## src/core/brw_pkg.sv

```systemverilog
/*
 * Constants for the bridge window and secondary status register slice:
 * register offsets, field positions and reset values.
 * Assumes byte offsets on an 8-bit register address, one 32-bit word each.
 */
package brw_pkg;

    // ------------------------------------------------------------
    // register offsets
    // ------------------------------------------------------------
    localparam logic [7:0] BRW_OFF_SEC_STATUS  = 8'h1c;
    localparam logic [7:0] BRW_OFF_MEM_WIN     = 8'h20;
    localparam logic [7:0] BRW_OFF_PF_WIN      = 8'h24;
    localparam logic [7:0] BRW_OFF_PF_BASE_HI  = 8'h28;
    localparam logic [7:0] BRW_OFF_PF_LIMIT_HI = 8'h2c;
    localparam logic [7:0] BRW_OFF_IO_HI       = 8'h30;
    localparam logic [7:0] BRW_OFF_ERR_CTRL    = 8'h3c;

    // ------------------------------------------------------------
    // secondary status field positions
    // ------------------------------------------------------------
    localparam int BRW_BIT_66MHZ        = 21;
    localparam int BRW_BIT_FAST_B2B     = 23;
    localparam int BRW_BIT_MST_DPERR    = 24;
    localparam int BRW_LSB_DEVSEL       = 25;
    localparam int BRW_BIT_SIG_TABORT   = 27;
    localparam int BRW_BIT_RCV_TABORT   = 28;
    localparam int BRW_BIT_RCV_MABORT   = 29;
    localparam int BRW_BIT_RCV_SERR     = 30;
    localparam int BRW_BIT_DET_PERR     = 31;
    localparam int BRW_BIT_PERR_RESP_EN = 16;

    localparam logic [1:0] BRW_DEVSEL_MEDIUM  = 2'h1;
    localparam logic [3:0] BRW_PF_64BIT_CODE  = 4'h1;

    // ------------------------------------------------------------
    // window field layout and reset values
    // ------------------------------------------------------------
    localparam int BRW_LSB_BASE_FIELD  = 4;
    localparam int BRW_LSB_LIMIT_FIELD = 20;
    localparam int BRW_LSB_PF_CODE_LIM = 16;
    localparam int BRW_LSB_IO_LIMIT    = 16;

    localparam logic [11:0] BRW_RST_WIN12  = 12'h000;
    localparam logic [31:0] BRW_RST_WORD   = 32'h0000_0000;
    localparam logic [15:0] BRW_RST_HALF   = 16'h0000;
    localparam logic [19:0] BRW_LOW_ZEROS  = 20'h0_0000;
    localparam logic [19:0] BRW_LOW_ONES   = 20'hf_ffff;
    localparam logic [15:0] BRW_IO_ZEROS   = 16'h0000;
    localparam logic [15:0] BRW_IO_ONES    = 16'hffff;

endpackage : brw_pkg

```

## src/core/brw_regs.sv

```systemverilog
/*
 * Secondary status and address window register slice of a
 * PCIe-to-PCI bridge, with registered window decode.
 * Assumes a single-cycle register port from configuration logic and
 * secondary-bus event strobes from logic on sys_clk_i; two bus pins
 * arrive asynchronously and are synchronised here.
 */
`timescale 1ns/1ps
`default_nettype none

// Behaviour
// - status bit 21 always reads 1 (66 MHz capable), writes ignored
// - status bit 23 always reads 1 (fast back-to-back), writes ignored
// - bit 24 sets on enabled read, write or split-completion data parity errors
// - bits 26:25 read fixed 01, medium target decode
// - bit 27 sets when bridge signals target abort as target
// - bit 28 sets when bridge's own transaction receives target abort
// - bit 29 sets when bridge's transaction ends in master abort
// - bit 30 sets when system error seen asserted on secondary bus
// - bit 31 sets only on bus_parity_err_i, not on the parity errors that set bit 24
// - memory base bits 15:4 RW, address 31:20, low bits zero
// - memory limit bits 31:20 RW, address 31:20, low bits ones
// - prefetchable base and limit low nibbles read 0001
// - prefetchable base bits 15:4 RW, window start 31:20
// - prefetchable limit bits 31:20 RW, window end 31:20
// - 32-bit RW register holds prefetchable start bits 63:32
// - 32-bit RW register holds prefetchable end bits 63:32
// - low half word holds I/O window start bits 31:16
// - upper half word holds I/O window end bits 31:16
module brw_regs
    import brw_pkg::*;
(
    input  wire logic        sys_clk_i,
    input  wire logic        rst_n_i,
    // register port
    input  wire logic [7:0]  reg_addr_i,
    input  wire logic [31:0] reg_wdata_i,
    input  wire logic        reg_wr_i,
    input  wire logic        reg_rd_i,
    output logic      [31:0] reg_rdata_o,
    // secondary bus pins, asynchronous, active low
    input  wire logic        secondary_parity_err_n_i,
    input  wire logic        secondary_sys_err_n_i,
    // secondary bus events from bridge logic, one-cycle pulses
    input  wire logic        write_data_phase_i,
    input  wire logic        read_data_perr_i,
    input  wire logic        split_wr_perr_msg_i,
    input  wire logic        signaled_tabort_i,
    input  wire logic        received_tabort_i,
    input  wire logic        received_mabort_i,
    input  wire logic        bus_parity_err_i,
    // window decode
    input  wire logic [63:0] lookup_addr_i,
    output logic             mem_hit_o,
    output logic             pf_hit_o,
    output logic             io_hit_o,
    output logic             perr_resp_en_o
);

    // ------------------------------------------------------------
    // state
    // ------------------------------------------------------------
    typedef struct packed {
        logic        mst_dperr;
        logic        sig_tabort;
        logic        rcv_tabort;
        logic        rcv_mabort;
        logic        rcv_serr;
        logic        det_perr;
        logic [11:0] mem_base;
        logic [11:0] mem_limit;
        logic [11:0] pf_base;
        logic [11:0] pf_limit;
        logic [31:0] pf_base_hi;
        logic [31:0] pf_limit_hi;
        logic [15:0] io_base_hi;
        logic [15:0] io_limit_hi;
        logic        perr_resp_en;
        logic [31:0] rdata;
        logic        mem_hit;
        logic        pf_hit;
        logic        io_hit;
    } brw_state_type;

    brw_state_type state_ff;
    brw_state_type nxt_state;

    logic        perr_pin_n;
    logic        serr_pin_n;
    logic        mem_hit;
    logic        pf_hit;
    logic        io_hit;
    logic [31:0] status_word;
    logic [31:0] mem_word;
    logic [31:0] pf_word;
    logic [31:0] mem_base_addr;
    logic [31:0] mem_limit_addr;
    logic [63:0] pf_base_addr;
    logic [63:0] pf_limit_addr;
    logic [31:0] io_base_addr;
    logic [31:0] io_limit_addr;
    logic        wr_status;
    logic [31:0] w1c;

    // ------------------------------------------------------------
    // pin synchronisers
    // ------------------------------------------------------------
    brw_pin_sync #(
        .WIDTH (2)
    ) u_pin_sync (
        .sys_clk_i (sys_clk_i),
        .rst_n_i   (rst_n_i),
        .pin_i     ({secondary_sys_err_n_i, secondary_parity_err_n_i}),
        .rst_val_i (2'h3),
        .level_o   ({serr_pin_n, perr_pin_n})
    );

    // ------------------------------------------------------------
    // window assembly and decode
    // ------------------------------------------------------------
    assign mem_base_addr  = {state_ff.mem_base, BRW_LOW_ZEROS};
    assign mem_limit_addr = {state_ff.mem_limit, BRW_LOW_ONES};
    assign pf_base_addr   = {state_ff.pf_base_hi, state_ff.pf_base, BRW_LOW_ZEROS};
    assign pf_limit_addr  = {state_ff.pf_limit_hi, state_ff.pf_limit, BRW_LOW_ONES};
    // low I/O bits live outside this slice; the window spans whole 64 KB pages here
    assign io_base_addr   = {state_ff.io_base_hi, BRW_IO_ZEROS};
    assign io_limit_addr  = {state_ff.io_limit_hi, BRW_IO_ONES};

    brw_window_cmp #(
        .WIDTH (32)
    ) u_mem_cmp (
        .addr_i  (lookup_addr_i[31:0]),
        .base_i  (mem_base_addr),
        .limit_i (mem_limit_addr),
        .hit_o   (mem_hit)
    );

    brw_window_cmp #(
        .WIDTH (64)
    ) u_pf_cmp (
        .addr_i  (lookup_addr_i),
        .base_i  (pf_base_addr),
        .limit_i (pf_limit_addr),
        .hit_o   (pf_hit)
    );

    brw_window_cmp #(
        .WIDTH (32)
    ) u_io_cmp (
        .addr_i  (lookup_addr_i[31:0]),
        .base_i  (io_base_addr),
        .limit_i (io_limit_addr),
        .hit_o   (io_hit)
    );

    // ------------------------------------------------------------
    // read views
    // ------------------------------------------------------------
    always_comb
    begin
        status_word = 32'h0000_0000;
        status_word[BRW_BIT_66MHZ]    = 1'b1;
        status_word[BRW_BIT_FAST_B2B] = 1'b1;
        status_word[BRW_LSB_DEVSEL +: 2] = BRW_DEVSEL_MEDIUM;
        status_word[BRW_BIT_MST_DPERR]  = state_ff.mst_dperr;
        status_word[BRW_BIT_SIG_TABORT] = state_ff.sig_tabort;
        status_word[BRW_BIT_RCV_TABORT] = state_ff.rcv_tabort;
        status_word[BRW_BIT_RCV_MABORT] = state_ff.rcv_mabort;
        status_word[BRW_BIT_RCV_SERR]   = state_ff.rcv_serr;
        status_word[BRW_BIT_DET_PERR]   = state_ff.det_perr;
    end

    always_comb
    begin
        mem_word = 32'h0000_0000;
        mem_word[BRW_LSB_BASE_FIELD +: 12]  = state_ff.mem_base;
        mem_word[BRW_LSB_LIMIT_FIELD +: 12] = state_ff.mem_limit;
    end

    always_comb
    begin
        pf_word = 32'h0000_0000;
        pf_word[3:0] = BRW_PF_64BIT_CODE;
        pf_word[BRW_LSB_PF_CODE_LIM +: 4]  = BRW_PF_64BIT_CODE;
        pf_word[BRW_LSB_BASE_FIELD +: 12]  = state_ff.pf_base;
        pf_word[BRW_LSB_LIMIT_FIELD +: 12] = state_ff.pf_limit;
    end

    // ------------------------------------------------------------
    // next state
    // ------------------------------------------------------------
    assign wr_status = reg_wr_i && (reg_addr_i == BRW_OFF_SEC_STATUS);
    assign w1c       = wr_status ? reg_wdata_i : 32'h0000_0000;

    always_comb
    begin
        nxt_state = state_ff;

        // sticky flags: a new event beats a same-cycle clear
        nxt_state.mst_dperr = (state_ff.mst_dperr & ~w1c[BRW_BIT_MST_DPERR])
                            | (state_ff.perr_resp_en
                               & (read_data_perr_i
                                  | (write_data_phase_i & ~perr_pin_n)
                                  | split_wr_perr_msg_i));
        nxt_state.sig_tabort = (state_ff.sig_tabort & ~w1c[BRW_BIT_SIG_TABORT])
                             | signaled_tabort_i;
        nxt_state.rcv_tabort = (state_ff.rcv_tabort & ~w1c[BRW_BIT_RCV_TABORT])
                             | received_tabort_i;
        nxt_state.rcv_mabort = (state_ff.rcv_mabort & ~w1c[BRW_BIT_RCV_MABORT])
                             | received_mabort_i;
        nxt_state.rcv_serr   = (state_ff.rcv_serr & ~w1c[BRW_BIT_RCV_SERR])
                             | ~serr_pin_n;
        // no enable gate here, unlike bit 24
        nxt_state.det_perr   = (state_ff.det_perr & ~w1c[BRW_BIT_DET_PERR])
                             | bus_parity_err_i;

        if (reg_wr_i)
        begin
            case (reg_addr_i)
                BRW_OFF_MEM_WIN:
                begin
                    nxt_state.mem_base  = reg_wdata_i[BRW_LSB_BASE_FIELD +: 12];
                    nxt_state.mem_limit = reg_wdata_i[BRW_LSB_LIMIT_FIELD +: 12];
                end
                BRW_OFF_PF_WIN:
                begin
                    nxt_state.pf_base  = reg_wdata_i[BRW_LSB_BASE_FIELD +: 12];
                    nxt_state.pf_limit = reg_wdata_i[BRW_LSB_LIMIT_FIELD +: 12];
                end
                BRW_OFF_PF_BASE_HI:  nxt_state.pf_base_hi  = reg_wdata_i;
                BRW_OFF_PF_LIMIT_HI: nxt_state.pf_limit_hi = reg_wdata_i;
                BRW_OFF_IO_HI:
                begin
                    nxt_state.io_base_hi  = reg_wdata_i[15:0];
                    nxt_state.io_limit_hi = reg_wdata_i[BRW_LSB_IO_LIMIT +: 16];
                end
                BRW_OFF_ERR_CTRL:
                    nxt_state.perr_resp_en = reg_wdata_i[BRW_BIT_PERR_RESP_EN];
                default: ;
            endcase
        end

        // read data stand for exactly one cycle after the strobe
        nxt_state.rdata = 32'h0000_0000;
        if (reg_rd_i)
        begin
            case (reg_addr_i)
                BRW_OFF_SEC_STATUS:  nxt_state.rdata = status_word;
                BRW_OFF_MEM_WIN:     nxt_state.rdata = mem_word;
                BRW_OFF_PF_WIN:      nxt_state.rdata = pf_word;
                BRW_OFF_PF_BASE_HI:  nxt_state.rdata = state_ff.pf_base_hi;
                BRW_OFF_PF_LIMIT_HI: nxt_state.rdata = state_ff.pf_limit_hi;
                BRW_OFF_IO_HI:
                    nxt_state.rdata = {state_ff.io_limit_hi, state_ff.io_base_hi};
                BRW_OFF_ERR_CTRL:
                    nxt_state.rdata[BRW_BIT_PERR_RESP_EN] = state_ff.perr_resp_en;
                default:             nxt_state.rdata = 32'h0000_0000;
            endcase
        end

        nxt_state.mem_hit = mem_hit;
        nxt_state.pf_hit  = pf_hit;
        nxt_state.io_hit  = io_hit;
    end

    // ------------------------------------------------------------
    // registers
    // ------------------------------------------------------------
    always_ff @(posedge sys_clk_i)
    begin
        if (!rst_n_i)
        begin
            state_ff              <= '0;
            state_ff.mem_base     <= BRW_RST_WIN12;
            state_ff.mem_limit    <= BRW_RST_WIN12;
            state_ff.pf_base      <= BRW_RST_WIN12;
            state_ff.pf_limit     <= BRW_RST_WIN12;
            state_ff.pf_base_hi   <= BRW_RST_WORD;
            state_ff.pf_limit_hi  <= BRW_RST_WORD;
            state_ff.io_base_hi   <= BRW_RST_HALF;
            state_ff.io_limit_hi  <= BRW_RST_HALF;
        end
        else
            state_ff <= nxt_state;
    end

    // ------------------------------------------------------------
    // outputs
    // ------------------------------------------------------------
    assign reg_rdata_o    = state_ff.rdata;
    assign mem_hit_o      = state_ff.mem_hit;
    assign pf_hit_o       = state_ff.pf_hit;
    assign io_hit_o       = state_ff.io_hit;
    assign perr_resp_en_o = state_ff.perr_resp_en;

endmodule : brw_regs

`default_nettype wire

```

## src/core/brw_pin_sync.sv

```systemverilog
/*
 * Three-flop synchroniser for a group of asynchronous pin levels.
 * Assumes the pins are quasi-static compared with sys_clk_i.
 */
`timescale 1ns/1ps
`default_nettype none

module brw_pin_sync
    import brw_pkg::*;
#(
    parameter int WIDTH = 2
)
(
    input  wire logic             sys_clk_i,
    input  wire logic             rst_n_i,
    input  wire logic [WIDTH-1:0] pin_i,
    input  wire logic [WIDTH-1:0] rst_val_i,
    output logic      [WIDTH-1:0] level_o
);

    typedef struct packed {
        logic [WIDTH-1:0] s1;
        logic [WIDTH-1:0] s2;
        logic [WIDTH-1:0] s3;
        logic [WIDTH-1:0] level;
    } brw_sync_type;

    brw_sync_type state_ff;
    brw_sync_type nxt_state;

    // ------------------------------------------------------------
    // per-bit agreement filter
    // ------------------------------------------------------------
    // s1 feeds s2 only; level follows once s2 and s3 agree
    always_comb
    begin
        nxt_state    = state_ff;
        nxt_state.s1 = pin_i;
        nxt_state.s2 = state_ff.s1;
        nxt_state.s3 = state_ff.s2;
        for (int i = 0; i < WIDTH; i++)
        begin
            if (state_ff.s2[i] == state_ff.s3[i])
                nxt_state.level[i] = state_ff.s3[i];
        end
    end

    // reset value is a constant tie at the instance, not a live signal
    always_ff @(posedge sys_clk_i)
    begin
        if (!rst_n_i)
        begin
            state_ff.s1    <= rst_val_i;
            state_ff.s2    <= rst_val_i;
            state_ff.s3    <= rst_val_i;
            state_ff.level <= rst_val_i;
        end
        else
            state_ff <= nxt_state;
    end

    assign level_o = state_ff.level;

endmodule : brw_pin_sync

`default_nettype wire

```

## src/core/brw_window_cmp.sv

```systemverilog
/*
 * Inclusive window compare: base <= addr <= limit.
 * Assumes base and limit are already assembled to full width.
 */
`timescale 1ns/1ps
`default_nettype none

module brw_window_cmp
    import brw_pkg::*;
#(
    parameter int WIDTH = 32
)
(
    input  wire logic [WIDTH-1:0] addr_i,
    input  wire logic [WIDTH-1:0] base_i,
    input  wire logic [WIDTH-1:0] limit_i,
    output logic                  hit_o
);

    // an inverted window (base above limit) never hits
    assign hit_o = (addr_i >= base_i) && (addr_i <= limit_i);

endmodule : brw_window_cmp

`default_nettype wire

```

## config.mk

```make
export PLATFORM = sky130hd
export DESIGN_NAME = brw_regs
export DESIGN_NICKNAME = d
export VERILOG_FILES = /design/src/core/brw_pkg.sv /design/src/core/brw_regs.sv /design/src/core/brw_pin_sync.sv /design/src/core/brw_window_cmp.sv
export SDC_FILE = /design/constraint.sdc
export NUM_CORES = 1
export LEC_CHECK = 0
export ABC_AREA = 1
export BUFFER_PORTS_ARGS = -buffer_cell sky130_fd_sc_hd__buf_2
export CAP_MARGIN = 25
export CORE_AREA = 2 2 155 157
export DETAILED_ROUTE_END_ITERATION = 10
export DIE_AREA = 0 0 157 159
export PLACE_DENSITY = 0.86
export SLEW_MARGIN = 10
export SYNTH_ARGS = -nofsm -noshare
export SYNTH_HDL_FRONTEND = slang
export SYNTH_HIERARCHICAL = 1
export SYNTH_SLANG_ARGS = --single-unit
export TNS_END_PERCENT = 5
```

## constraint.sdc

```tcl
create_clock -name sys_clk_i -period 3.32 [get_ports sys_clk_i]
set_input_delay 0.166 -clock sys_clk_i [delete_from_list [all_inputs] [get_ports sys_clk_i]]
set_output_delay 0.166 -clock sys_clk_i [all_outputs]
set_load 0.005 [all_outputs]
```

Word level (Yosys, flattened, before mapping)
Index checks and enable logic that the tools add are counted.
Widths: inputs -> output; s select.
{"block": "op_classes", "n_addsub": 0, "mul": 0, "div": 0, "n_lt_le_gt_ge": 6, "n_eq_ne": 9, "shifts": 0, "mux": 4, "n_bitwise": 24, "n_reduce_logical": 11}
{"cell": "$pmux 15 s6", "n": 1}
{"cell": "$pmux 16 s5", "n": 1}
{"cell": "$ge 32x32->1", "n": 2}
{"cell": "$ge 64x64->1", "n": 1}
{"cell": "$le 32x32->1", "n": 2}
{"cell": "$le 64x64->1", "n": 1}
{"cell": "$eq 8x6->1 const B", "n": 6}
{"cell": "$mux 32", "n": 1}
{"cell": "$reduce_and 2->1", "n": 7}
{"cell": "$and 1x1->1", "n": 8}
{"cell": "$eq 8x5->1 const B", "n": 1}
{"cell": "$not 1->1", "n": 8}
{"cell": "$or 1x1->1", "n": 8}
{"cell": "$pmux 1 s5", "n": 1}
{"cell": "$logic_and 1x1->1", "n": 4}
{"cell": "$eq 1x1->1", "n": 2}
{"block": "totals", "ff_bits": 194, "latch_bits": 0, "mem_bits_rw": 0, "rom_bits": 0, "output_inout_bits": 36, "wordCells": 78, "mem_count": 0}

Depth between registers and ports, before layout
Gate-level depths: netlist (run 1).
{"block": "logic_depth", "depth_word": 6, "mapped_depth": 20, "ltp_nobuf": 20}

Modules after synthesis
The synthesis (run 1) kept the hierarchy.
{"mod": "brw_regs", "n_inst": 1, "cells_per_inst": 1093, "area_per_inst_um2": 7918.8, "seq_area_each_um2": 3723.6}
{"mod": "brw_window_cmp at u_io_cmp ...", "n_inst": 2, "cells_per_inst": 278, "area_per_inst_um2": 1692.9, "seq_area_each_um2": 0.0}
{"mod": "brw_window_cmp at u_pf_cmp", "n_inst": 1, "cells_per_inst": 545, "area_per_inst_um2": 3379.5, "seq_area_each_um2": 0.0}
{"mod": "brw_pin_sync", "n_inst": 1, "cells_per_inst": 34, "area_per_inst_um2": 290.3, "seq_area_each_um2": 180.2}

Worst setup path before layout (run 1)
Ideal clock, no wire load.
{"block": "synth_path", "kind": "reg2reg", "from": "register state_ff, in the netlist pf_base_addr[63]", "to": "register state_ff, in the netlist pf_hit_o", "setup_ps": 57, "arrival_time_ps": 1547, "path_slack_ps": 1716, "stages_incl_launch_ff": 14, "path_buffers": 0, "synth_period_minus_slack_ps": 1604, "path_cell_list": "dfxtp_1 inv_1 ha_1 nand2_1 nor3_4 nand3_2 or2_0 nand2_1 nor2_1 nand2_1 nand2_1 inv_1 nand2_1 inv_1"}
{"item": "start: declaration", "line": "brw_regs.sv:85", "rtl": "brw_state_type state_ff;"}
{"item": "start signal: assignment", "line": "brw_regs.sv:284", "rtl": "state_ff <= nxt_state;"}

==> flow_metrics.env, run 1 <==
export IMPL_arrival_ns=2.52
export IMPL_placed_cells=2720
export IMPL_vdd_drop_max_uv=397.9
export IMPL_post_route_cells_drive_above_1_share_pct=9.877
export IMPL_intPower_uw=3848
export IMPL_synth_fa_ha_area_share_pct=21.39
export IMPL_row_count=56
export IMPL_hold_viol=0
export IMPL_min_from="reg_wdata_i[1]"
export IMPL_swShare_pct=28.54
export IMPL_reg2reg_to="pf_hit_o$_SDFF_PN0_"
export IMPL_synthSimpleGateAreaFrac_pct=27.39
export IMPL_required_ns=3.66
export IMPL_io_buffers=152
export IMPL_antenna_found_initial=1
export IMPL_grt_pass1_wl_um=69190
export IMPL_syn_area_um2=14970
export IMPL_cp_endpoint="pf_hit_o$_SDFF_PN0_"
export IMPL_synth_distinct_cells=36
export IMPL_final_core_util_pct=71.98
export IMPL_fp_dieW_um=157
export IMPL_ant_nets=0
export IMPL_finalCritPeriodShare_pct=65.54
export IMPL_drt_first_pass_iters=9
export IMPL_p_seq_share_pct=43.8
export IMPL_yosys_area_top_type="dfxtp_1"
export IMPL_startpoint="pf_limit_addr[43]$_SDFFE_PN0P_"
export IMPL_ys_warn_count=6
export IMPL_place_hpwl_um=32690
export IMPL_cellLeakagePower_uw=0.007999
export IMPL_synth_top_family_by_area="simple AND/OR/NAND/NOR gates"
export IMPL_rsz0062_at_grt="no"
export IMPL_cts_setup_buffers=0
export IMPL_area_growth_pct=11.48
export IMPL_cp_end_kind="flip-flop"
export IMPL_tightest_slew_ns=0.7984
export IMPL_avgSynthCellArea_um2=6.721
export IMPL_htreeDepth=4
export IMPL_vias_per_cell=5.511
export IMPL_routedWlPerCell_um=15.62
export IMPL_min_period_ns=2.176
export IMPL_yosysSeqAreaShare_pct=26.07
export IMPL_clock_tree_root_cell="clkbuf_16"
export IMPL_grtUsageTotal_pct=34.53
export IMPL_core_area_um2=23190
export IMPL_synthMuxAreaShare_pct=0
export IMPL_grt_max_degree=57
export IMPL_grt_overflow=0
export IMPL_clk_pin_slew_ns=0.07
export IMPL_cts_repair_resized=0
export IMPL_vias=15211
export IMPL_wirelength_um=43110
export IMPL_drc_errors=0
export IMPL_synth_seq_cells=194
export IMPL_critical_path_peak_fanout=3
export IMPL_cts_num_sinks=194
export IMPL_drtIter0Drc=1888
export IMPL_timing_rr_start="pf_limit_addr[43]$_SDFFE_PN0P_"
export IMPL_drv_cap=0
export IMPL_startpoint_type="flip-flop"
export IMPL_powerDensity_nw_per_um2=322.6
export IMPL_p_switching_uw=1537
export IMPL_power_frac_clock_pct=39.5
export IMPL_synth_xor_area_share_pct=0
export IMPL_cts_tree="built"
export IMPL_rr_worst_depth=15
export IMPL_synth_area_leaders="dfxtp_1 26%, ha_1 21%, nand2_1 13%"
export IMPL_power_frac_comb_pct=16.7
export IMPL_cts_hold_buf=6
export IMPL_synth_compound_area_share_pct=11.61
export IMPL_status="complete, no violations"
export IMPL_hp_class="in -> reg"
export IMPL_die_h_um=159
export IMPL_worstHoldPathCells=3
export IMPL_r2r_slack_ns=1.14
export IMPL_fin_worst_skew_ns=0.008190
export IMPL_initial_core_util_pct=64.57
export IMPL_fp_dieArea_um2=24960
export IMPL_netlist_instances=2228
export IMPL_cts_max_path_buffers=2
export IMPL_timing_fmax_mhz=459.6
export IMPL_io_pins=153
export IMPL_path_class="reg -> reg"
export IMPL_layout_cells_non_filler=2760
export IMPL_layout_nets=2800
export IMPL_grt_pass1_vias=14310
export IMPL_setup_viol=0
export IMPL_yosysTopAreaCellShare_pct=25.67
export IMPL_slew_headroom_pct=46.58
export IMPL_clk_latency_ns=0.45
export IMPL_cts_made_buffers=17
export IMPL_setup_tns_final_ns=0
export IMPL_drv_slew=0
export IMPL_gp_congestion=0.9289
## final cells by class
type	count	area, um^2
clock inverters	12	145.1
repair buffers	177	983.4
multi-input cells	1685	9482
inverters	352	1321
clock buffers	20	456.7
flip-flops and latches	194	3904
well taps	319	399.1
diodes	1	2.502
fillers	1911	6499
## metrics by stage
| stage | instance area, um^2 | power [uW] | setup slack (ns) | hold WS [ns] |
|---|---|---|---|---|
| final | 16690 | 5385 | 1.144 | 0.01255 |
| after global routing | 16690 | 5605 | 0.9218 | 0.02397 |
| after CTS | 16660 | 5339 | 1.188 | 0.01031 |
| after detailed placement | 16000 | 3267 | 1.209 | 0.3731 |
| after global placement | 16000 | 3220 | 1.229 | 0.3708 |
| after floorplan | 15390 | 2966 | 1.716 | 0.2765 |
## cell usage after synthesis
cell type	count
buf_6	13
buf_4	46
a21o_1	4
nand2_1	506
nor2_1	218
edfxtp_1	2
buf_2	15
nand4_1	17
inv_1	345
clkbuf_1	33
nand2_4	1
o21bai_1	3
clkinv_1	1
dfxtp_1	192
nand2_2	8
conb_1	2
and2_1	1
o21a_1	9
nand3_1	193
nor2_4	4
nor3_1	7
o21ai_0	86
buf_1	2
o21ai_1	4
o31ai_1	1
inv_2	6
a21oi_1	229
nor2_2	15
o211ai_1	2
ha_1	256
nor3_4	1
nand3_2	2
nor4_1	1
nor4b_1	1
nor3b_2	1
or2_0	1
## per-layer routing
metal,up-vias,track usage (%),part of all wire [%]
li1,7404,-,-
met1,6783,45.71,40
met2,889,54.90,45
met3,135,5.226,11
met4,0,16.72,4.5
met5,-,0,0
## sequential cells by signal (all words and copies together), names as in the netlist
name                  flops
perr_resp_en_o            1
pf_hit_o                  1
u_pin_sync/nxt_state      4
reg_rdata_o              32
mem_hit_o                 1
pf_base_addr             44
mem_limit_addr           12
u_pin_sync/level_o        2
pf_limit_addr            44
io_base_addr             16
state_ff                  6
io_limit_addr            16
mem_base_addr            12
u_pin_sync/state_ff       2
io_hit_o                  1
## worst max-delay path, cell delays in order (launching register included)
cell     delay [ns]
dfxtp_1        0.39
inv_1          0.07
ha_1           0.29
nand2_1        0.05
inv_1          0.06
nand3_1        0.08
nor2_1         0.12
nand4_1        0.19
nor3b_2        0.41
nand2_1        0.10
nand2_1        0.07
nand2_1        0.05
nand2_1        0.06
inv_1          0.04
nand2_1        0.06
inv_1          0.05
## power by group through the flow
stage / logic (uW) / clock network, uW / registers, uW
6_report: 900 / 2130 / 2360
5_1_grt: 1030 / 2220 / 2360
4_1_cts: 863 / 2120 / 2360
3_5_place_dp: 854 / 0 / 2410
3_3_place_gp: 808 / 0 / 2410
2_1_floorplan: 556 / 0 / 2410
## kinds of logic after synthesis
kind of cell               after synthesis
AOI/OAI and AO/OA                      338
adders and majority gates              256
buffers and inverters                  461
DFF                                    194
other                                    2
and+or+nand+nor                        977
## cells in the final DEF (no fill, tap or decap), types with 2 or more instances in the layout
cell,instances
o211ai_1,2
nand2_1,506
nand2_2,8
bufinv_16,2
nand3_2,2
nor2_1,218
o21ai_0,86
inv_6,4
edfxtp_1,2
nor2_4,6
dfxtp_1,192
o21a_1,9
inv_2,7
nand3_1,193
clkbuf_16,17
clkinvlp_4,4
ha_1,256
conb_1,114
nor3_1,7
o21bai_1,3
clkbuf_8,2
dlygate4sd3_1,6
inv_1,344
nand4_1,17
buf_4,18
nor2_2,13
a21oi_1,229
buf_2,152
o21ai_1,4
a21o_1,4
## worst min path at each step
stage	to	slack, ns
detailed placement	u_pin_sync/nxt_state[5]$_DFF_P_	0.37
CTS	io_base_addr[17]$_SDFFE_PN0P_	0.01
global route	io_base_addr[17]$_SDFFE_PN0P_	0.02
global placement	u_pin_sync/nxt_state[4]$_DFF_P_	0.37
floorplan	u_pin_sync/nxt_state[4]$_DFF_P_	0.28
finish	io_base_addr[17]$_SDFFE_PN0P_	0.01
No activity file was read; power rests on OpenSTA's default activity.
==> run 2: changes to the inputs <==
--- a/config.mk
+++ b/config.mk
@@ -8,10 +8,10 @@
 export ABC_AREA = 1
 export BUFFER_PORTS_ARGS = -buffer_cell sky130_fd_sc_hd__buf_2
 export CAP_MARGIN = 25
-export CORE_AREA = 2 2 155 157
+export CORE_AREA = 2 2 160 162
 export DETAILED_ROUTE_END_ITERATION = 10
-export DIE_AREA = 0 0 157 159
-export PLACE_DENSITY = 0.86
+export DIE_AREA = 0 0 162 164
+export PLACE_DENSITY = 0.81
 export SLEW_MARGIN = 10
 export SYNTH_ARGS = -nofsm -noshare
 export SYNTH_HDL_FRONTEND = slang
==> constraint.sdc (replaced) <==
create_clock -name sys_clk_i -period 2.1 [get_ports sys_clk_i]
set_input_delay 0.105 -clock sys_clk_i [delete_from_list [all_inputs] [get_ports sys_clk_i]]
set_output_delay 0.105 -clock sys_clk_i [all_outputs]
set_load 0.005 [all_outputs]
==> run 2 against run 1 <==
  * Setup slack worse by 1.0 ns
  * Count of clock-buffer cells in the layout is 1 lower
  * The flow now finishes with violations (negative hold slack)
  * Non-clock buffer count is 34 higher
  * Die area is 6.4% higher
==> flow_metrics.env, run 2 (synthesis gave the netlist of run 1 again) <==
export IMPL_status="finished with violations"
export IMPL_violations="negative hold slack"
export IMPL_gp_congestion=0.9189
export IMPL_clk_latency_ns=0.45
export IMPL_cp_end_kind="flip-flop"
export IMPL_clk_pin_slew_ns=0.07
export IMPL_drc_errors=0
export IMPL_drtIter0Drc=1475
export IMPL_die_h_um=164
export IMPL_fillers=2220
export IMPL_fp_dieW_um=162
export IMPL_core_area_um2=24820
export IMPL_grt_pass1_vias=13903
export IMPL_io_pins=153
export IMPL_crit_chain="inv_1, ha_1, nand4_1, nor3_2, nor3b_2, nand2_1, nand2_1, nand2_1, nand2_1, inv_1, nand2_1, inv_1"
export IMPL_path_class="reg -> reg"
export IMPL_grt_overflow=0
export IMPL_setup_tns_final_ns=0
export IMPL_vias=15030
export IMPL_post_route_cells_drive_above_1_share_pct=10.47
export IMPL_wirelength_um=43090
export IMPL_layout_nets=2834
export IMPL_crit_buf_inv=3
export IMPL_cts_made_buffers=17
export IMPL_htreeDepth=4
export IMPL_vias_per_cell=5.360
export IMPL_tightest_slew_ns=0.5618
export IMPL_setup_viol=0
export IMPL_cts_num_sinks=194
export IMPL_cts_tree="built"
export IMPL_cellLeakagePower_uw=0.008174
export IMPL_grtUsageTotal_pct=32.25
export IMPL_timing_fmax_mhz=510.1
export IMPL_grt_max_degree=58
export IMPL_routedWlPerCell_um=15.37
export IMPL_startpoint_type="flip-flop"
export IMPL_cts_max_path_buffers=2
export IMPL_area_growth_pct=13.92
export IMPL_powerDensity_nw_per_um2=499.4
export IMPL_antenna_found_initial=1
export IMPL_slowest_stage="dfxtp_1"
export IMPL_drt_first_pass_iters=8
export IMPL_path_delay_family="simple AND/OR/NAND/NOR gates"
export IMPL_layout_common_cells="506 x nand2_1, 344 x inv_1, 256 x ha_1"
export IMPL_worst_slack_ns=0.1398
export IMPL_insertedDiodeCount=0
export IMPL_drv_cap=0
export IMPL_slew_headroom_pct=62.50
export IMPL_hold_viol=2
export IMPL_row_count=58
export IMPL_critical_path_peak_fanout=3
export IMPL_drv_slew=0
export IMPL_whs_ns=-0.003136
export IMPL_fin_worst_skew_ns=0.009658
export IMPL_rsz0062_at_grt="no"
export IMPL_io_buffers=152
export IMPL_required_ns=2.45
export IMPL_vdd_drop_max_uv=596.2
export IMPL_dp_slack_ns=0.1643
export IMPL_ant_nets=0
export IMPL_crit_path_frequent_cell="nand2_1"
export IMPL_max_stage_delay_ns=0.36
export IMPL_fp_dieArea_um2=26570
export IMPL_clock_tree_root_cell="clkbuf_16"
export IMPL_min_period_ns=1.960
export IMPL_layout_commonest_cell="nand2_1"
export IMPL_place_hpwl_um=33120
export IMPL_grt_pass1_wl_um=68070
export IMPL_arrival_ns=2.31
export IMPL_initial_core_util_pct=60.33
export IMPL_finalCritPeriodShare_pct=93.34
export IMPL_cts_setup_buffers=0
export IMPL_hp_class="in -> reg"
-- run 2: through the flow --
step	cells	total power (uW)	hold slack, ns	cell area (um^2)	utilization, %
floorplan	2340	4689	0.2155	15390	-
global placement	2745	5120	0.3052	16180	65.20
detailed placement	2745	5187	0.3124	16180	65.20
CTS	2804	8469	0.00008221	17050	68.68
global route	2804	8879	0.01696	17060	68.73
finish	2804	8519	-0.003136	17060	68.73
-- run 2: cell type report --
type | instances | area [um^2] | share of cell area [%]
Clock buffer | 19 | 452.9 | 2.655
Clock inverter | 13 | 138.9 | 0.8141
Inverter | 352 | 1321 | 7.745
Multi-Input combinational cell | 1685 | 9493 | 55.65
Sequential cell | 194 | 3906 | 22.90
Tap cell | 330 | 412.9 | 2.420
Timing Repair Buffer | 211 | 1334 | 7.819
-- run 2: final timing paths --
check | from | to | slack, ns | cells after the start
worst min register to register | u_pin_sync/level_o[1]$_DFFE_PP_ | state_ff[181]$_SDFF_PN0_ | 0.43 | 1
worst max-delay path | pf_limit_addr[63]$_SDFFE_PN0P_ | pf_hit_o$_SDFF_PN0_ | 0.14 | 12
worst min-delay path | reg_wdata_i[12] | pf_base_addr[28]$_SDFFE_PN0P_ | -0.003 | 3
worst max register to register | pf_limit_addr[63]$_SDFFE_PN0P_ | pf_hit_o$_SDFF_PN0_ | 0.14 | 12
-- run 2: routing by layer --
metal / global-route usage (%) / up-vias / part of all wire [%]
met3: 4.369 / 121 / 8.4
met2: 52.63 / 688 / 44
li1: - / 7472 / -
met1: 42.16 / 6747 / 43
met5: 0 / - / 0.030
met4: 15.69 / 2 / 4.4
-- run 2: report_power, final --
part           switching, uW  internal, uW  total, uW  leakage [uW]
Sequential              15.4          3710       3730       0.00157
Clock                   1590          1740       3330      0.000289
Combinational            902           560       1460       0.00631
Total                   2500          6020       8520       0.00817
-- run 2: worst min-delay path, stage by stage --
cell     delay, ns
buf_2         0.14
nand3_1       0.09
a21oi_1       0.06
-- run 2: repair_timing --
action | 4_1_cts | 5_1_grt
endpoints found under the setup margin | 0 | 1
hold buffers | 27 | 0
resized for setup | 0 | 4
endpoints found under the hold margin | 49 | 0
==> run 3: changes to the inputs <==
--- a/config.mk
+++ b/config.mk
@@ -11,7 +11,7 @@
 export CORE_AREA = 2 2 160 162
 export DETAILED_ROUTE_END_ITERATION = 10
 export DIE_AREA = 0 0 162 164
-export PLACE_DENSITY = 0.81
+export PLACE_DENSITY = 0.83
 export SLEW_MARGIN = 10
 export SYNTH_ARGS = -nofsm -noshare
 export SYNTH_HDL_FRONTEND = slang
==> run 3 against run 2 <==
  * Core utilization shrank 0.46 points
  * Cell area shrank 0.67%
  * Flip-flop and latch count is the same
  * Final cell count shrank 0.39%
  * Combinational power is essentially flat
  * The flow now finishes without violations
  * Sequential power is essentially flat
  * Total power grew 0.60%
==> flow_metrics.env, run 3 (synthesis gave the netlist of run 1 again) <==
export IMPL_rsz0062_at_grt="no"
export IMPL_cts_hold_buf=23
export IMPL_clk_latency_ns=0.45
export IMPL_vdd_drop_max_uv=608.5
export IMPL_grt_overflow=0
export IMPL_drv_slew=0
export IMPL_fin_worst_skew_ns=0.008155
export IMPL_max_stage_delay_ns=0.38
export IMPL_cp_end_kind="flip-flop"
export IMPL_insertedDiodeCount=0
export IMPL_required_ns=2.45
export IMPL_startpoint="pf_limit_addr[63]$_SDFFE_PN0P_"
export IMPL_wirelength_um=43430
export IMPL_path_class="reg -> reg"
export IMPL_timing_fmax_mhz=499.6
export IMPL_tightest_slew_ns=0.5848
export IMPL_cts_setup_buffers=0
export IMPL_cts_max_path_buffers=2
export IMPL_io_buffers=152
export IMPL_cellLeakagePower_uw=0.008126
export IMPL_place_hpwl_um=33100
export IMPL_crit_chain="inv_1, ha_1, nand4_1, nor3_1, nor3b_2, nand2_1, nand2_1, nand2_1, nand2_1, inv_1, nand2_1, inv_1"
export IMPL_layout_common_cells="506 x nand2_1, 344 x inv_1, 256 x ha_1"
export IMPL_vias=15038
export IMPL_initial_core_util_pct=60.33
export IMPL_layout_nets=2824
export IMPL_crit_path_frequent_cell="nand2_1"
export IMPL_placed_cell_area_um2=16110
export IMPL_layout_commonest_cell="nand2_1"
export IMPL_timing_rr_start="pf_limit_addr[63]$_SDFFE_PN0P_"
export IMPL_cts_num_sinks=194
export IMPL_grt_max_degree=69
export IMPL_gp_congestion=0.9198
export IMPL_post_route_cells_drive_above_1_share_pct=10.03
export IMPL_startpoint_type="flip-flop"
export IMPL_ant_nets=0
export IMPL_antenna_found_initial=1
export IMPL_die_h_um=164
export IMPL_routedWlPerCell_um=15.55
export IMPL_core_area_um2=24820
export IMPL_grt_pass1_vias=14146
export IMPL_drv_cap=0
export IMPL_vias_per_cell=5.384
export IMPL_cts_tree="built"
export IMPL_slowest_stage="dfxtp_1"
export IMPL_setup_tns_final_ns=0
export IMPL_slew_headroom_pct=60.60
export IMPL_drt_first_pass_iters=7
export IMPL_grtUsageTotal_pct=32.63
export IMPL_io_pins=153
export IMPL_clock_tree_root_cell="clkbuf_16"
export IMPL_fp_dieW_um=162
export IMPL_drtIter0Drc=1800
export IMPL_status="complete, no violations"
export IMPL_postLayoutCellArea_um2=16940
export IMPL_setup_viol=0
export IMPL_cts_made_buffers=17
export IMPL_clk_pin_slew_ns=0.07
export IMPL_arrival_ns=2.35
export IMPL_drc_errors=0
export IMPL_area_growth_pct=13.15
export IMPL_fp_dieArea_um2=26570
export IMPL_min_period_ns=2.002
export IMPL_hold_viol=0
export IMPL_min_from="reg_wdata_i[6]"
export IMPL_multi_input_area_um2=9482
export IMPL_powerDensity_nw_per_um2=505.8
export IMPL_hp_class="in -> reg"
export IMPL_cts_repair_resized=0
export IMPL_grt_pass1_wl_um=68970
export IMPL_row_count=58
export IMPL_critical_path_peak_fanout=3
export IMPL_fillers=2146
export IMPL_finalCritPeriodShare_pct=95.31
export IMPL_htreeDepth=4
export IMPL_area_sequential_um2=3904
-- run 3: changes by cell type in the layout (fill, tap and decap cells not counted), sizes merged --
cell	change
buf	-6
bufinv	+1
clkbuf	+2
clkinvlp	-1
dlygate4sd3	-4
inv	-3
-- run 3: area by class of cell --
| type | count | area share (%) |
|---|---|---|
| multi-input combinational | 1685 | 55.96 |
| sequential | 194 | 23.04 |
| timing repair buffer | 201 | 7.222 |
| inverter | 352 | 7.798 |
| clock inverter | 10 | 0.7015 |
| clock buffer | 21 | 2.843 |
| tap | 330 | 2.437 |
-- run 3: layer usage --
metal	track usage [%]	vias up	share of wire (%)
met2	54.64	719	46
met5	0	-	0
li1	-	7439	-
met3	5.076	104	9.5
met4	12.83	0	3.6
met1	42.30	6776	41
-- run 3: worst paths after layout --
kind,end,slack (ns),cells past startpoint
worst min register to register,u_pin_sync/nxt_state[2]$_DFF_P_,0.44,2
worst min-delay path,pf_base_addr[22]$_SDFFE_PN0P_,0.002,3
worst max-delay path,pf_hit_o$_SDFF_PN0_,0.1,12
worst max register to register,pf_hit_o$_SDFF_PN0_,0.1,12
-- run 3: per-stage QoR --
step                total power [uW]  std cells  hold WS (ns)  worst slack (ns)  utilization, %
global placement                5116       2739        0.3058            0.1781           64.92
detailed placement              5186       2739        0.3046            0.1552           64.92
finish                          8570       2793      0.002066           0.09848           68.27
CTS                             8517       2793     0.0007755            0.1247           68.27
floorplan                       4689       2340        0.2155            0.4963               -
global route                    8928       2793      0.004176          0.003557           68.27
-- run 3: critical path: cells and delay by family (launching register included) --
family | cells | cell delay [ns]
AND/OR/NAND/NOR | 8 | 1.08
adder cells (fa/ha/maj) | 1 | 0.31
flip-flops | 1 | 0.38
buffers and inverters | 3 | 0.12
-- run 3: report_power, final --
group	total, uW	internal [uW]	switching (uW)
combinational	1450	552	900
sequential	3730	3710	17.6
clock	3390	1900	1490
